[config.mk]
export PLATFORM = sky130hd
export DESIGN_NAME = ppo_port
export DESIGN_NICKNAME = d
export VERILOG_FILES = /design/src/hw/ppo_pkg.sv /design/src/hw/ppo_pin_sync.sv /design/src/hw/ppo_port.sv
export VERILOG_INCLUDE_DIRS = /design/src /design/src/hw
export SDC_FILE = /design/constraint.sdc
export NUM_CORES = 1
export LEC_CHECK = 0
export BUFFER_PORTS_ARGS = -buffer_cell sky130_fd_sc_hd__buf_2
export CORE_UTILIZATION = 45
export CTS_CLUSTER_DIAMETER = 50
export DETAILED_ROUTE_END_ITERATION = 10
export GPL_TIMING_DRIVEN = 0
export PLACE_DENSITY = 0.88
export SYNTH_ARGS = -nofsm -noshare
export SYNTH_HDL_FRONTEND = slang
export SYNTH_SLANG_ARGS = --single-unit
[constraint.sdc]
create_clock -name clk -period 2.5 [get_ports clk]
set_input_delay 0.125 -clock clk [delete_from_list [all_inputs] [get_ports clk]]
set_output_delay 0.125 -clock clk [all_outputs]
set_load 0.01 [all_outputs]
[src/hw/ppo_cfg.svh]
// offsets, field positions, reset values and responses of the port block
`ifndef PPO_CFG_SVH
`define PPO_CFG_SVH
`define PPO_OFF_DIR     8'h00
`define PPO_OFF_OUT     8'h04
`define PPO_OFF_IN      8'h08
`define PPO_OFF_CTRL    8'h0c
`define PPO_OFF_FLAG    8'h10
`define PPO_CTRL_PUD    0
`define PPO_CTRL_AS2    1
`define PPO_RST_BYTE    8'h00
`define PPO_RESP_OK     2'b00
`define PPO_RESP_ERR    2'b10
`endif

[src/hw/ppo_pkg.sv]
// types shared by the port block
package ppo_pkg;
  typedef enum logic [1:0] {
    PPO_ACTIVE = 2'b00,
    PPO_IDLE   = 2'b01,
    PPO_DEEP   = 2'b10
  } ppo_sleep_t;

  typedef struct packed {
    logic en;
    logic master;
    logic sck_out;
    logic slave_out;
    logic master_out;
  } ppo_spi_t;

  typedef struct packed {
    logic t2_en;
    logic t2_out;
    logic t1b_en;
    logic t1b_out;
    logic t1a_en;
    logic t1a_out;
  } ppo_tmr_t;

  typedef struct packed {
    logic crystal;
    logic intrc;
  } ppo_clksrc_t;
endpackage

[src/hw/ppo_pin_sync.sv]
// pin input synchronizer: falling-edge hold stage then rising-edge stage
module ppo_pin_sync (
  input  wire logic       clk,
  input  wire logic       rst_b,
  input  wire logic [7:0] d,
  output logic      [7:0] q
);
  logic [7:0] hold;

  // the hold stage stands in for a latch open while clk is high
  always_ff @(negedge clk or negedge rst_b) begin
    if (!rst_b) begin
      hold <= 8'h00;
    end else begin
      hold <= d;
    end
  end

  always_ff @(posedge clk or negedge rst_b) begin
    if (!rst_b) begin
      q <= 8'h00;
    end else begin
      q <= hold;
    end
  end
endmodule

[src/hw/ppo_port.sv]
// port b pin logic with alternate-function overrides and register slave
//
// Our own choices: register access over AXI4-Lite and the placing of the registers.
`include "ppo_cfg.svh"

module ppo_port import ppo_pkg::*; (
  input  wire logic        clk,
  input  wire logic        rst_b,
  input  wire logic [7:0]  s_axi_awaddr,
  input  wire logic        s_axi_awvalid,
  output logic             s_axi_awready,
  input  wire logic [31:0] s_axi_wdata,
  input  wire logic [3:0]  s_axi_wstrb,
  input  wire logic        s_axi_wvalid,
  output logic             s_axi_wready,
  output logic [1:0]       s_axi_bresp,
  output logic             s_axi_bvalid,
  input  wire logic        s_axi_bready,
  input  wire logic [7:0]  s_axi_araddr,
  input  wire logic        s_axi_arvalid,
  output logic             s_axi_arready,
  output logic [31:0]      s_axi_rdata,
  output logic [1:0]       s_axi_rresp,
  output logic             s_axi_rvalid,
  input  wire logic        s_axi_rready,
  input  wire logic [7:0]  pad_in,
  output logic [7:0]       pad_out,
  output logic [7:0]       pad_oe,
  output logic [7:0]       pullup_en,
  output logic [7:0]       alt_digital_in,
  input  wire ppo_sleep_t  sleep_state,
  input  wire logic [7:0]  ext_int_en,
  input  wire logic [7:0]  ext_int_edge,
  output logic [7:0]       ext_int_flag,
  input  wire ppo_spi_t    spi,
  input  wire ppo_tmr_t    tmr,
  input  wire ppo_clksrc_t clk_src
);
  logic [7:0]  pin_direction_bit, next_pin_direction_bit;
  logic [7:0]  pin_output_bit, next_pin_output_bit;
  logic        global_pullup_disable, next_global_pullup_disable;
  logic        async_timer_clk_sel, next_async_timer_clk_sel;
  logic [7:0]  next_ext_int_flag;
  logic        deep_q;
  logic        aw_got, next_aw_got, w_got, next_w_got;
  logic [7:0]  awaddr_q, next_awaddr_q, wdata_q, next_wdata_q;
  logic        wstrb_q, next_wstrb_q;
  logic        next_awready, next_wready, next_bvalid, next_arready;
  logic        next_rvalid;
  logic [1:0]  next_bresp, next_rresp;
  logic [31:0] next_rdata;
  logic [7:0]  next_pad_out, next_pad_oe, next_pullup_en;
  logic [7:0]  pin_input_bit;
  logic [7:0]  pullup_override_en, pullup_override_val;
  logic [7:0]  drive_override_en, drive_override_val;
  logic [7:0]  value_override_en, value_override_val;
  logic [7:0]  input_en_override_en, input_en_override_val;
  logic [7:0]  pu_sel, drv_sel, val_sel, die_sel, sleep_ie, clk_pins;
  logic [7:0]  wake_set;
  logic        clk7, clk6, spi_m, deep;
  logic        aw_fire, w_fire, ar_fire, do_wr;

  function automatic logic [7:0] ovr(input logic [7:0] oe,
                                     input logic [7:0] ov,
                                     input logic [7:0] dflt);
    ovr = (oe & ov) | (~oe & dflt);
  endfunction

  function automatic logic mapped(input logic [7:0] a);
    mapped = (a == `PPO_OFF_DIR) || (a == `PPO_OFF_OUT) ||
             (a == `PPO_OFF_IN) || (a == `PPO_OFF_CTRL) ||
             (a == `PPO_OFF_FLAG);
  endfunction

  // oscillator pins take over bits 7 and 6
  assign clk7 = clk_src.crystal |
                (clk_src.intrc & async_timer_clk_sel);
  assign clk6 = ~clk_src.intrc | async_timer_clk_sel;
  assign clk_pins = {clk7, clk6, 6'h00};
  assign spi_m = spi.en & spi.master;
  assign deep = (sleep_state == PPO_DEEP);

  // each pin has its own override lines; spi_m (bits 5 to 2), the clock source (bits 7 and 6), pud and sleep are shared
  assign pullup_override_en = {clk7, clk6, {4{spi_m}}, 2'b00};
  assign pullup_override_val = {2'b00, pin_output_bit[5:2] &
                                {4{global_pullup_disable}}, 2'b00};
  assign drive_override_en = {clk7, clk6, {4{spi_m}}, 2'b00};
  assign drive_override_val = 8'h00;
  assign value_override_en = {2'b00, spi_m, spi_m, spi_m | tmr.t2_en,
                              tmr.t1b_en, tmr.t1a_en, 1'b0};
  assign value_override_val = {2'b00, spi.sck_out, spi.slave_out,
                               spi.master_out | tmr.t2_out,
                               tmr.t1b_out, tmr.t1a_out, 1'b0};
  assign input_en_override_en = {clk7, clk6, 6'h00};
  assign input_en_override_val = 8'h00;

  assign pu_sel = ovr(pullup_override_en, pullup_override_val,
                      ~pin_direction_bit & pin_output_bit &
                      {8{~global_pullup_disable}});
  assign drv_sel = ovr(drive_override_en, drive_override_val,
                       pin_direction_bit);
  assign val_sel = ovr(value_override_en, value_override_val,
                       pin_output_bit);
  // clamp only in deep sleep, and never on an armed interrupt pin
  assign sleep_ie = ~({8{deep}} & ~ext_int_en);
  assign die_sel = ovr(input_en_override_en, input_en_override_val,
                       sleep_ie);
  // unsynchronized: receivers bring their own synchronizer
  assign alt_digital_in = pad_in & die_sel;

  ppo_pin_sync u_sync (
    .clk   (clk),
    .rst_b (rst_b),
    .d     (alt_digital_in),
    .q     (pin_input_bit)
  );

  // the clamp makes a pin that is high on wake look like an edge on wake
  assign wake_set = {8{deep_q & ~deep}} & ext_int_edge & ~ext_int_en &
                    pad_in;

  assign aw_fire = s_axi_awvalid & s_axi_awready;
  assign w_fire = s_axi_wvalid & s_axi_wready;
  assign ar_fire = s_axi_arvalid & s_axi_arready;
  assign do_wr = aw_got & w_got & ~s_axi_bvalid;

  always_comb begin
    next_aw_got = aw_got | aw_fire;
    next_w_got = w_got | w_fire;
    next_awaddr_q = aw_fire ? s_axi_awaddr : awaddr_q;
    next_wdata_q = w_fire ? s_axi_wdata[7:0] : wdata_q;
    next_wstrb_q = w_fire ? s_axi_wstrb[0] : wstrb_q;
    next_bvalid = s_axi_bvalid & ~s_axi_bready;
    next_bresp = s_axi_bresp;
    next_pin_direction_bit = pin_direction_bit;
    next_pin_output_bit = pin_output_bit;
    next_global_pullup_disable = global_pullup_disable;
    next_async_timer_clk_sel = async_timer_clk_sel;
    next_ext_int_flag = ext_int_flag | wake_set;
    if (do_wr) begin
      next_aw_got = 1'b0;
      next_w_got = 1'b0;
      next_bvalid = 1'b1;
      next_bresp = mapped(awaddr_q) ? `PPO_RESP_OK : `PPO_RESP_ERR;
      if (wstrb_q) begin
        case (awaddr_q)
          `PPO_OFF_DIR: begin
            next_pin_direction_bit = wdata_q;
          end
          `PPO_OFF_OUT: begin
            next_pin_output_bit = wdata_q;
          end
          `PPO_OFF_CTRL: begin
            next_global_pullup_disable = wdata_q[`PPO_CTRL_PUD];
            next_async_timer_clk_sel = wdata_q[`PPO_CTRL_AS2];
          end
          `PPO_OFF_FLAG: begin
            // write one clears; a wake edge in the same cycle still wins
            next_ext_int_flag = (ext_int_flag & ~wdata_q) | wake_set;
          end
          default: begin
          end
        endcase
      end
    end
    next_awready = ~next_aw_got;
    next_wready = ~next_w_got;
    next_rvalid = s_axi_rvalid & ~s_axi_rready;
    next_rdata = s_axi_rdata;
    next_rresp = s_axi_rresp;
    if (ar_fire) begin
      next_rvalid = 1'b1;
      next_rresp = mapped(s_axi_araddr) ? `PPO_RESP_OK : `PPO_RESP_ERR;
      case (s_axi_araddr)
        `PPO_OFF_DIR: begin
          next_rdata = {24'h000000, pin_direction_bit & ~clk_pins};
        end
        `PPO_OFF_OUT: begin
          next_rdata = {24'h000000, pin_output_bit & ~clk_pins};
        end
        `PPO_OFF_IN: begin
          next_rdata = {24'h000000, pin_input_bit & ~clk_pins};
        end
        `PPO_OFF_CTRL: begin
          next_rdata = {30'h0, async_timer_clk_sel,
                        global_pullup_disable};
        end
        `PPO_OFF_FLAG: begin
          next_rdata = {24'h000000, ext_int_flag};
        end
        default: begin
          next_rdata = 32'h00000000;
        end
      endcase
    end
    next_arready = ~next_rvalid;
    next_pad_oe = drv_sel;
    next_pad_out = drv_sel & val_sel;
    next_pullup_en = pu_sel;
  end

  // async reset drops drivers and pull-ups with no clock needed
  always_ff @(posedge clk or negedge rst_b) begin
    if (!rst_b) begin
      pad_oe <= 8'h00;
      pad_out <= 8'h00;
      pullup_en <= 8'h00;
      pin_direction_bit <= `PPO_RST_BYTE;
      pin_output_bit <= `PPO_RST_BYTE;
      global_pullup_disable <= 1'b0;
      async_timer_clk_sel <= 1'b0;
      ext_int_flag <= 8'h00;
      deep_q <= 1'b0;
      aw_got <= 1'b0;
      w_got <= 1'b0;
      awaddr_q <= 8'h00;
      wdata_q <= 8'h00;
      wstrb_q <= 1'b0;
      s_axi_awready <= 1'b0;
      s_axi_wready <= 1'b0;
      s_axi_bvalid <= 1'b0;
      s_axi_bresp <= 2'h0;
      s_axi_arready <= 1'b0;
      s_axi_rvalid <= 1'b0;
      s_axi_rdata <= 32'h00000000;
      s_axi_rresp <= 2'h0;
    end else begin
      pad_oe <= next_pad_oe;
      pad_out <= next_pad_out;
      pullup_en <= next_pullup_en;
      pin_direction_bit <= next_pin_direction_bit;
      pin_output_bit <= next_pin_output_bit;
      global_pullup_disable <= next_global_pullup_disable;
      async_timer_clk_sel <= next_async_timer_clk_sel;
      ext_int_flag <= next_ext_int_flag;
      deep_q <= deep;
      aw_got <= next_aw_got;
      w_got <= next_w_got;
      awaddr_q <= next_awaddr_q;
      wdata_q <= next_wdata_q;
      wstrb_q <= next_wstrb_q;
      s_axi_awready <= next_awready;
      s_axi_wready <= next_wready;
      s_axi_bvalid <= next_bvalid;
      s_axi_bresp <= next_bresp;
      s_axi_arready <= next_arready;
      s_axi_rvalid <= next_rvalid;
      s_axi_rdata <= next_rdata;
      s_axi_rresp <= next_rresp;
    end
  end
endmodule

Word-level counts from Yosys, hierarchy flattened
Cells that the tools add are included.
{"block": "totals", "regBits": 127, "input_bits": 98, "out_inout_bits": 81, "elab_cells": 111}
{"block": "op_classes", "n_eq_ne": 9, "mux": 10, "n_bitwise": 55, "n_reduce_logical": 13}
{"cell": "$and 8x8->8", "count": 16}
{"cell": "$not 8->8", "count": 6}
{"cell": "$pmux 8 s5", "count": 1}
{"cell": "$eq 8x4->1 const B", "count": 4}
{"cell": "$mux 8", "count": 3}
{"cell": "$or 8x8->8", "count": 3}
{"cell": "$eq 8x3->1 const B", "count": 2}
{"cell": "$eq 8x5->1 const B", "count": 2}
{"cell": "$logic_not 8->1", "count": 2}
{"cell": "$and 1x1->1", "count": 10}
{"cell": "$not 1->1", "count": 9}
{"cell": "$reduce_and 3->1", "count": 3}
{"cell": "$and 8x6->8", "count": 1}
{"cell": "$logic_or 1x1->1", "count": 8}
{"cell": "$not 6->8", "count": 1}
{"cell": "$or 6x8->8", "count": 1}
{"cell": "$and 6x6->6", "count": 1}
{"cell": "$or 1x1->1", "count": 6}
{"cell": "$and 4x4->4", "count": 1}
{"cell": "$mux 1", "count": 4}
{"cell": "$mux 2", "count": 2}
{"cell": "$eq 2x2->1 const B", "count": 1}

Longest topological paths before layout
Gate-level depths: netlist of the first run.
{"block": "logic_depth", "ltp_word": 10, "depth_mapped": 6, "ltp_nobuf": 4}

By module
From an unflattened synthesis of the first run, not the netlist that was laid out.
{"block": "unflattened", "cells_unflattened": 342, "hier_area_um2": 4281.6}
{"mod": "ppo_port", "n_inst": 1, "cells_each": 326, "area_each_um2": 3881.2, "seq_area_each_um2": 2127.0}
{"mod": "ppo_pin_sync", "n_inst": 1, "cells_each": 16, "area_each_um2": 400.4, "seq_area_each_um2": 400.4}

==> results of run 1 <==
## registers in the layout, indices dropped and copies added (netlist names), 8 cells and up
register / cells
pin_direction_bit: 8
ext_int_flag: 8
pin_output_bit: 8
u_sync.hold: 8
u_sync.q: 8
awaddr_q: 8
pad_out: 8
pad_oe: 8
wdata_q: 8
s_axi_rdata: 8
pullup_en: 8
## metrics by stage
step,power [mW],hold slack [ns],worst slack (ns)
5_1_grt,4.49,0.00945,0.120
6_report,4.30,0.0111,0.176
4_1_cts,4.30,0.000637,0.153
3_3_place_gp,2.90,0.346,-0.736
2_1_floorplan,2.62,-0.171,0.390
3_5_place_dp,2.96,0.0984,0.188
## worst reg2reg max path, stage by stage, from the launching register on
cell,delay (ns)
dfrtp_1,0.42
a21oi_1,0.43
o211a_1,0.25
## layout by cell type, fill, tap and decap left out, drive strengths merged, types with 11 or more instances in the layout
master       instances
dfrtp               93
buf                151
nand3               12
o21ai               17
mux2                37
dlygate4sd3         19
clkbuf              15
nor2                12
nand2               24
o21a                11
conb                26
and2                11
## logic make-up (layout without fill, tap and decap cells)
group | after synthesis | after routing | share of synthesized area, %
flops | 101 | 101 | 59.7
simple gates | 98 | 98 | 13.9
compound gates | 56 | 56 | 9.10
mux | 43 | 43 | 11.3
buf+inv | 41 | 199 | 5.97
other cells | 1 | 26 | 0.0886
## per-layer routing
metal  vias to the layer above  share of wire (%)  GRT usage [%]
met5                         -                  0              0
met4                         0                1.7           7.12
met3                        16                6.6           5.32
met2                       161                 52           39.5
met1                      1573                 40           23.9
li1                       1507                  -              -
## what timing repair did
item | CTS | global route
hold buffers | 18 | 1
endpoints found under the hold margin | 45 | 1
gates resized for setup | 0 | 0
## worst min-delay path by stage
stage	start	endpoint	slack [ns]	depth (start not counted)
6_report	pad_in[2]	ext_int_flag[2]	0.01	3
3_5_place_dp	rst_b	pad_out[3]	0.1	1
2_1_floorplan	rst_b	async_timer_clk_sel	-0.17	0
4_1_cts	s_axi_awaddr[2]	awaddr_q[2]	0.0006	2
3_3_place_gp	s_axi_rready	s_axi_rvalid	0.35	2
5_1_grt	s_axi_wdata[2]	wdata_q[2]	0.009	2
## power by group through the flow
stage | sequential [mW] | combinational, mW | clock [mW]
6_report | 2.16 | 0.805 | 1.33
5_1_grt | 2.19 | 0.880 | 1.42
4_1_cts | 2.15 | 0.798 | 1.36
3_5_place_dp | 2.18 | 0.773 | 0
3_3_place_gp | 2.16 | 0.736 | 0
2_1_floorplan | 2.14 | 0.479 | 0
## layout make-up
class | instances | area, µm² | share of cell area (%)
tap | 111 | 139 | 2.49
sequential | 101 | 2530 | 45.4
clock buffer | 9 | 124 | 2.23
timing repair buffer | 142 | 831 | 14.9
multi-input combinational | 223 | 1550 | 27.8
buffer | 34 | 226 | 4.07
inverter | 7 | 26.3 | 0.472
clock inverter | 7 | 145 | 2.61
==> reports/results.tsv, run 1 <==
metric	value	unit
netlist_area	4230	µm²
fin_cells	634	
htreeDepth	3	
ys_async_sr_fraction	100	%
power.density	772	nW/µm²
antenna_cells	0	
fp.dieW	99	µm
drv_slew	0	
wirelength	10200	µm
leakagePower	2.83	nW
synth_flop_cell	dfrtp_1	
grt_first_pass_wirelength	15800	µm
nFillCells	779	
drtAntennaViolNets	0	
avgSynthCellArea	12.5	µm²
clk_latency	0.37	ns
p_int	3.08	mW
fin_nets	616	
dpl.hpwl	7420	µm
clock_sinks	101	
critical_path.startpoint	async_timer_clk_sel	
stdcell_area	5570	µm²
path_cells	a21oi_1 -> o211a_1	
r2r-start	async_timer_clk_sel	
crit_end	u_sync.hold[7]	
rows	35	
outcome	finished, final reports clean	
grt_usage	21.4	%
hold_path.class	input port to flop	
synth_top_area_share	55.0	%
grt-ovfl-total	0	
synth_common_cells	dfrtp_1 (93), mux2_2 (36), buf_4 (26), nand2_1 (24), o21ai_0 (17)	
yosys_warnings	0	
hold_viol_final	0	
cp.depth	2	
startpoint_type	flop	
die_h	99	µm
combPwrFrac	18.7	%
numCtsBuffers	9	
cp.arrival	1.46	ns
cpLargestDelayFamily	compound AO/OA/AOI/OAI gates	
grt_max_degree	69	
fin_worst_skew	0.0257	ns
antenna_found_initial	0	
tightest_slew	1.27	ns
core_region_area	9200	µm²
die-area	9800	µm²
synth_top_area_cell	dfrtp_1	
crit_type	flop to flop	
tns	0	ns
place_congestion	0.865	
slew_headroom	14.6	%
cp_slowest_cell	a21oi_1	
drt_iter0_drc	141	
cts_tree	built	
synth_cells	340	
place_area	5110	µm²
clockRootBuffer	clkbuf_8	
drtPass1Iterations	4	
final_util	60.5	%
dp_cells	599	
critical_path_buf_inv_count	0	
start_util	46.0	%
ys_top_cells_by_area	dfrtp_1 (55%), mux2_2 (9.6%), dfrtn_1 (4.7%)	
vias_per_cell	5.14	
drive_above_1_share	40.2	%
drc_errors	0	
ys_seq_area_share	59.7	%
max_stage_delay	0.43	ns
net-switching-power	1.22	mW
synth-edff-count	0	
pin_count	179	
numPortBuffers	122	
ir_drop	0.680	mV
vias	3257	
setup_violations	0	
yosysMostFrequentCell	dfrtp_1	
rsz0062_at_grt	no	
swShare	28.3	%
grt_pass1_vias	3254	
cts_setup_buffers	0	
power.share.clock	31.1	%
clk_path_buf_depth	2	
rr_worst_depth	2	
r2r_end	u_sync.hold[7]	
required	1.63	ns
area_growth	31.5	%
wl_per_cell	16.0	µm
cts.reportedPaths.clkPinSlew	0.10	ns
ys_seq_elements	101	
yosysUniqueCellTypes	42	
end_kind	flop	
rrSetupSlack	0.18	ns
p_seq_share	50.2	%
cap_violations	0	
crit_fanout	5	
Note: power is estimated with default switching activity, not from simulation.
==> run 2, diff against run 1 <==
CORE_ASPECT_RATIO = 0.6   (was not set)
SYNTH_HIERARCHICAL = 1   (was not set)
==> reports/results.tsv, run 2 <==
metric	value	unit	change
cap_violations	0		unchanged
multi_input_area	1590	µm²	was 1550 µm²
pin_count	179		unchanged
grt-ovfl-total	0		unchanged
ys_seq_elements	101		unchanged
netlist_area	4280	µm²	was 4230 µm²
clock_sinks	101		unchanged
vias_per_cell	4.85		was 5.14
slew_headroom	39.9	%	was 14.6%
crit_end	u_sync/hold[7]		was u_sync.hold[7]
wl_per_cell	15.4	µm	was 16.0 µm
rr_worst_depth	2		unchanged
grt_first_pass_wirelength	15900	µm	was 15800 µm
pre_cts_slack	0.137	ns	was 0.188 ns
synth_flop_cell	dfrtp_1		unchanged
yosysUniqueCellTypes	42		unchanged
fin_worst_skew	0.00642	ns	was 0.0257 ns
cts.reportedPaths.clkPinSlew	0.07	ns	was 0.10 ns
crit_fanout	5		unchanged
die_h	77.6	µm	was 99 µm
synth_top_area_cell	dfrtp_1		unchanged
synth_top_area_share	54.4	%	was 55.0%
synth_common_cells	dfrtp_1 (93), nand2_1 (36), mux2_2 (33), buf_4 (26), o21a_1 (13)		was dfrtp_1 (93), mux2_2 (36), buf_4 (26), nand2_1 (24), o21ai_0 (17)
ir_drop	0.474	mV	was 0.680 mV
power	4.65	mW	was 4.30 mW
clk_latency	0.34	ns	was 0.37 ns
start_util	46.6	%	was 46.0%
core_region_area	9190	µm²	was 9200 µm²
ys_seq_area_share	59.0	%	was 59.7%
tightest_slew	0.890	ns	was 1.27 ns
regArea	2530	µm²	unchanged
ys_async_sr_fraction	100	%	unchanged
drt_iter0_drc	184		was 141
area_growth	29.5	%	was 31.5%
startpoint_type	flop		unchanged
drc_errors	0		unchanged
hold_viol_final	0		unchanged
r2r-start	async_timer_clk_sel		unchanged
power.density	838	nW/µm²	was 772 nW/µm²
clk_path_buf_depth	2		unchanged
synth-edff-count	0		unchanged
grt_pass1_vias	3123		was 3254
dpl.hpwl	7520	µm	was 7420 µm
fp.dieW	128	µm	was 99 µm
ys_top_cells_by_area	dfrtp_1 (54%), mux2_2 (8.7%), dfrtn_1 (4.7%)		was dfrtp_1 (55%), mux2_2 (9.6%), dfrtn_1 (4.7%)
outcome	finished, final reports clean		unchanged
fin_nets	602		was 616
avgSynthCellArea	12.5	µm²	about the same
drtPass1Iterations	5		was 4
numPortBuffers	122		unchanged
hold_path.class	input port to flop		unchanged
wirelength	9870	µm	was 10200 µm
place_congestion	0.835		was 0.865
synth_cells	342		was 340
fin_ws	0.217	ns	was 0.176 ns
final_common_cell	buf_2		unchanged
grt_usage	21.6	%	was 21.4%
rrSetupSlack	0.22	ns	was 0.18 ns
crit_type	flop to flop		unchanged
rsz0062_at_grt	no		unchanged
required	1.62	ns	was 1.63 ns
die-area	9920	µm²	was 9800 µm²
drv_slew	0		unchanged
drtAntennaViolNets	0		unchanged
fin_cells	639		was 634
critical_path.startpoint	async_timer_clk_sel		unchanged
cts_tree	built		unchanged
clockRootBuffer	clkbuf_16		was clkbuf_8
cp.arrival	1.40	ns	was 1.46 ns
setup_violations	0		unchanged
layout_common_cells	buf_2 (121), dfrtp_1 (93), nand2_1 (36), mux2_2 (33), buf_4 (27)		was buf_2 (122), dfrtp_1 (93), mux2_2 (36), buf_4 (27), conb_1 (26)
dp_cells	620		was 599
yosysMostFrequentCell	dfrtp_1		unchanged
end_kind	flop		unchanged
antenna_cells	0		unchanged
drive_above_1_share	40.9	%	was 40.2%
vias	3102		was 3257
grt_max_degree	73		was 69
antenna_found_initial	0		unchanged
leakagePower	2.89	nW	was 2.83 nW
nFillCells	759		was 779
yosys_warnings	6		was 0
r2r_end	u_sync/hold[7]		was u_sync.hold[7]
numCtsBuffers	9		unchanged
rows	27		was 35
htreeDepth	3		unchanged
-- run 2: cell families after synthesis --
group	share of synthesized area, %
AND/OR/NAND/NOR	14.5
multiplexers	12.0
other	0.0876
flip-flops	59.0
AO/OA/AOI/OAI	8.27
buffers and inverters	6.14
-- run 2: where the power goes --
part / switching [mW] / internal (mW) / total [mW] / leakage, nW
Sequential: 0.264 / 1.94 / 2.21 / 1.29
Clock: 0.565 / 0.959 / 1.52 / 0.162
Combinational: 0.462 / 0.457 / 0.919 / 1.44
-- run 2: timing repair --
action / CTS / global route
hold buffers: 3 / 0
resized for setup: 0 / 0
buffers inserted: 0 / 0
endpoints found under the hold margin: 30 / 0
-- run 2: area by class of cell --
type | instances | share of cell area (%)
inverters | 6 | 0.406
well taps | 130 | 2.93
clock inverters | 3 | 1.22
plain buffers | 36 | 4.33
multi-input cells | 224 | 28.6
clock buffers | 13 | 4.87
flip-flops and latches | 101 | 45.6
repair buffers | 126 | 12.1
-- run 2: worst max-delay path, cell delays in order, from the launching register on --
cell	delay [ns]
dfrtp_1	0.42
a21oi_1	0.39
o211a_1	0.26
-- run 2: per-stage QoR --
stage | cell area (µm²) | setup TNS [ns] | util [%] | hold WS (ns)
5_1_grt | 5550 | 0 | 60.4 | 0.00475
3_5_place_dp | 5180 | 0 | 56.4 | 0.0812
3_3_place_gp | 5150 | -6.00 | 56.0 | 0.314
2_1_floorplan | 4380 | 0 | - | -0.171
4_1_cts | 5550 | 0 | 60.4 | 0.000231
6_report | 5550 | 0 | 60.4 | 0.0199
-- run 2: worst min path at each step --
stage / start / to / slack, ns / cells past startpoint
after floorplan: rst_b / async_timer_clk_sel / -0.17 / 0
after global placement: s_axi_bready / s_axi_bvalid / 0.31 / 2
after detailed placement: rst_b / pullup_en[0] / 0.08 / 1
after CTS: s_axi_wdata[1] / wdata_q[1] / 0.0002 / 2
after global routing: s_axi_wdata[6] / wdata_q[6] / 0.005 / 2
final: s_axi_wdata[6] / wdata_q[6] / 0.02 / 2
-- run 2: routing by layer --
layer	GRT usage, %	vias to the layer above	wire length, µm
met5	0	-	0
met4	6.71	0	23
met3	5.72	4	525
met2	35.4	96	4990
met1	28.0	1530	4330
li1	-	1472	-
==> run 3, diff against run 2 <==
CORE_ASPECT_RATIO = 1.75   (was 0.6)
CORE_UTILIZATION = 50   (was 45)
PLACE_DENSITY = 0.95   (was 0.88)
SYNTH_HIERARCHICAL = not set   (was 1)
==> reports/results.tsv, run 3 (synthesis results as in run 1) <==
metric	value	unit	change
outcome	finished, final reports clean		unchanged
rsz0062_at_grt	no		unchanged
hold_path.class	input port to flop		unchanged
cts_tree	built		unchanged
wl_per_cell	15.9	µm	was 15.4 µm
final_util	65.7	%	was 60.4%
fin_cells	600		was 639
leakagePower	2.78	nW	was 2.89 nW
drv_slew	0		unchanged
dp_cells	580		was 620
grt_first_pass_wirelength	14800	µm	was 15900 µm
clk_latency	0.34	ns	about the same
use_met2	40.7	%	was 35.4%
power.share.clock	32.4	%	was 32.8%
hold_viol_final	0		unchanged
post_cts_resized	0		unchanged
cap_violations	0		unchanged
fin_nets	599		was 602
end_kind	flop		unchanged
drtPass1Iterations	4		was 5
drt_iter0_drc	159		was 184
net-switching-power	1.25	mW	was 1.29 mW
fp.dieW	71.6	µm	was 128 µm
power.density	804	nW/µm²	was 838 nW/µm²
p_int	3.11	mW	was 3.36 mW
die-area	8850	µm²	was 9920 µm²
drc_errors	0		unchanged
antenna_found_initial	2		was 0
grt_pass1_vias	3093		was 3123
drive_above_1_share	41.7	%	was 40.9%
htreeDepth	3		unchanged
vias_per_cell	5.22		was 4.85
pin_count	179		unchanged
p_seq_share	49.7	%	was 47.4%
crit_fanout	5		unchanged
pre_cts_slack	0.214	ns	was 0.137 ns
place_congestion	0.887		was 0.835
dpl.hpwl	7280	µm	was 7520 µm
slew_headroom	39.8	%	was 39.9%
met1_usage	23.5	%	was 28.0%
path_cells	a21oi_1 -> o211a_1		unchanged
final_common_cell	buf_2		unchanged
fin_worst_skew	0.00595	ns	was 0.00642 ns
cts_setup_buffers	0		unchanged
use_met3	4.53	%	was 5.72%
start_util	51.3	%	was 46.6%
setup_violations	0		unchanged
grt-ovfl-total	0		unchanged
grt-busiest-layer	met2		unchanged
fin_hold_ws	0.0106	ns	was 0.0199 ns
numPortBuffers	122		unchanged
swShare	28.7	%	was 27.8%
fin_ws	0.241	ns	was 0.217 ns
clk_path_buf_depth	2		unchanged
ir_drop	0.508	mV	was 0.474 mV
combPwrFrac	17.9	%	was 19.8%
die_h	124	µm	was 77.6 µm
clockRootBuffer	clkbuf_16		unchanged
numCtsBuffers	9		unchanged
vias	3132		was 3102
tightest_slew	0.895	ns	was 0.890 ns
drtAntennaViolNets	0		unchanged
grt_max_degree	79		was 73
core_region_area	8260	µm²	was 9190 µm²
crit_type	flop to flop		unchanged
layout_common_cells	buf_2 (122), dfrtp_1 (93), mux2_2 (36), buf_4 (27), conb_1 (26)		was buf_2 (121), dfrtp_1 (93), nand2_1 (36), mux2_2 (33), buf_4 (27)
rows	44		was 27
rrSetupSlack	0.24	ns	was 0.22 ns
startpoint_type	flop		unchanged
cp.arrival	1.38	ns	was 1.40 ns
grt_usage	22.6	%	was 21.6%
cts.reportedPaths.clkPinSlew	0.07	ns	about the same
max_stage_delay	0.46	ns	was 0.42 ns
wirelength	9550	µm	was 9870 µm
required	1.62	ns	about the same
clock_sinks	101		unchanged
cp_slowest_cell	dfrtp_1		unchanged
area_growth	28.1	%	was 29.5%
run 3: cell types whose count changed in the layout (fill, tap and decap cells not counted), sizes merged, moves of 5 or more:
cell    change
mux2i       -6
nor3        -9
nand3      +11
nand3b      -5
a21oi       +5
nand4b      +8
nand2      -12
o21ai       +7
a21o        -7
run 3: final timing paths:
kind,cells after the start,start,to
min,2,s_axi_awaddr[3],awaddr_q[3]
min in group asynchronous,2,rst_b,awaddr_q[7]
max in group asynchronous,3,rst_b,u_sync.hold[7]
min reg2reg,0,pin_direction_bit[0],pad_oe[0]
max,2,async_timer_clk_sel,u_sync.hold[7]
max reg2reg,2,async_timer_clk_sel,u_sync.hold[7]
run 3: area by class of cell:
| type | count | area, µm² |
|---|---|---|
| Fill cell | 633 | 2830 |
| Sequential cell | 101 | 2530 |
| Multi-Input combinational cell | 223 | 1550 |
| Timing Repair Buffer | 125 | 661 |
| Clock buffer | 10 | 239 |
| Buffer | 34 | 226 |
| Tap cell | 92 | 115 |
| Clock inverter | 6 | 70.1 |
| Inverter | 7 | 26.3 |
| Antenna cell | 2 | 5.00 |
run 3: through the flow:
stage | power (mW) | area [µm²] | setup TNS, ns
5_1_grt | 4.57 | 5420 | 0
3_5_place_dp | 2.95 | 5080 | 0
2_1_floorplan | 2.62 | 4330 | 0
4_1_cts | 4.37 | 5410 | 0
6_report | 4.36 | 5420 | 0
3_3_place_gp | 2.89 | 5050 | -5.54
run 3: what timing repair did:
item / in CTS / in global routing
setup endpoints to repair: 0 / 0
hold endpoints to repair: 18 / 0
hold buffers: 2 / 0
run 3: critical path: cells and delay by family, from the launching register on:
family	cells	cell delay [ns]
AO/OA/AOI/OAI	2	0.58
flip-flops	1	0.46
run 3: power groups by stage:
| stage | Clock, mW | Combinational (mW) | Sequential [mW] |
|---|---|---|---|
| floorplan | 0 | 0.479 | 2.14 |
| global placement | 0 | 0.734 | 2.16 |
| detailed placement | 0 | 0.771 | 2.18 |
| CTS | 1.43 | 0.783 | 2.15 |
| global route | 1.51 | 0.861 | 2.20 |
| finish | 1.41 | 0.782 | 2.17 |
run 3: routing by layer:
metal / share of wire, % / vias to the layer above
li1: - / 1477
met1: 35 / 1504
met2: 55 / 125
met3: 4.6 / 26
met4: 4.9 / 0
met5: 0 / -
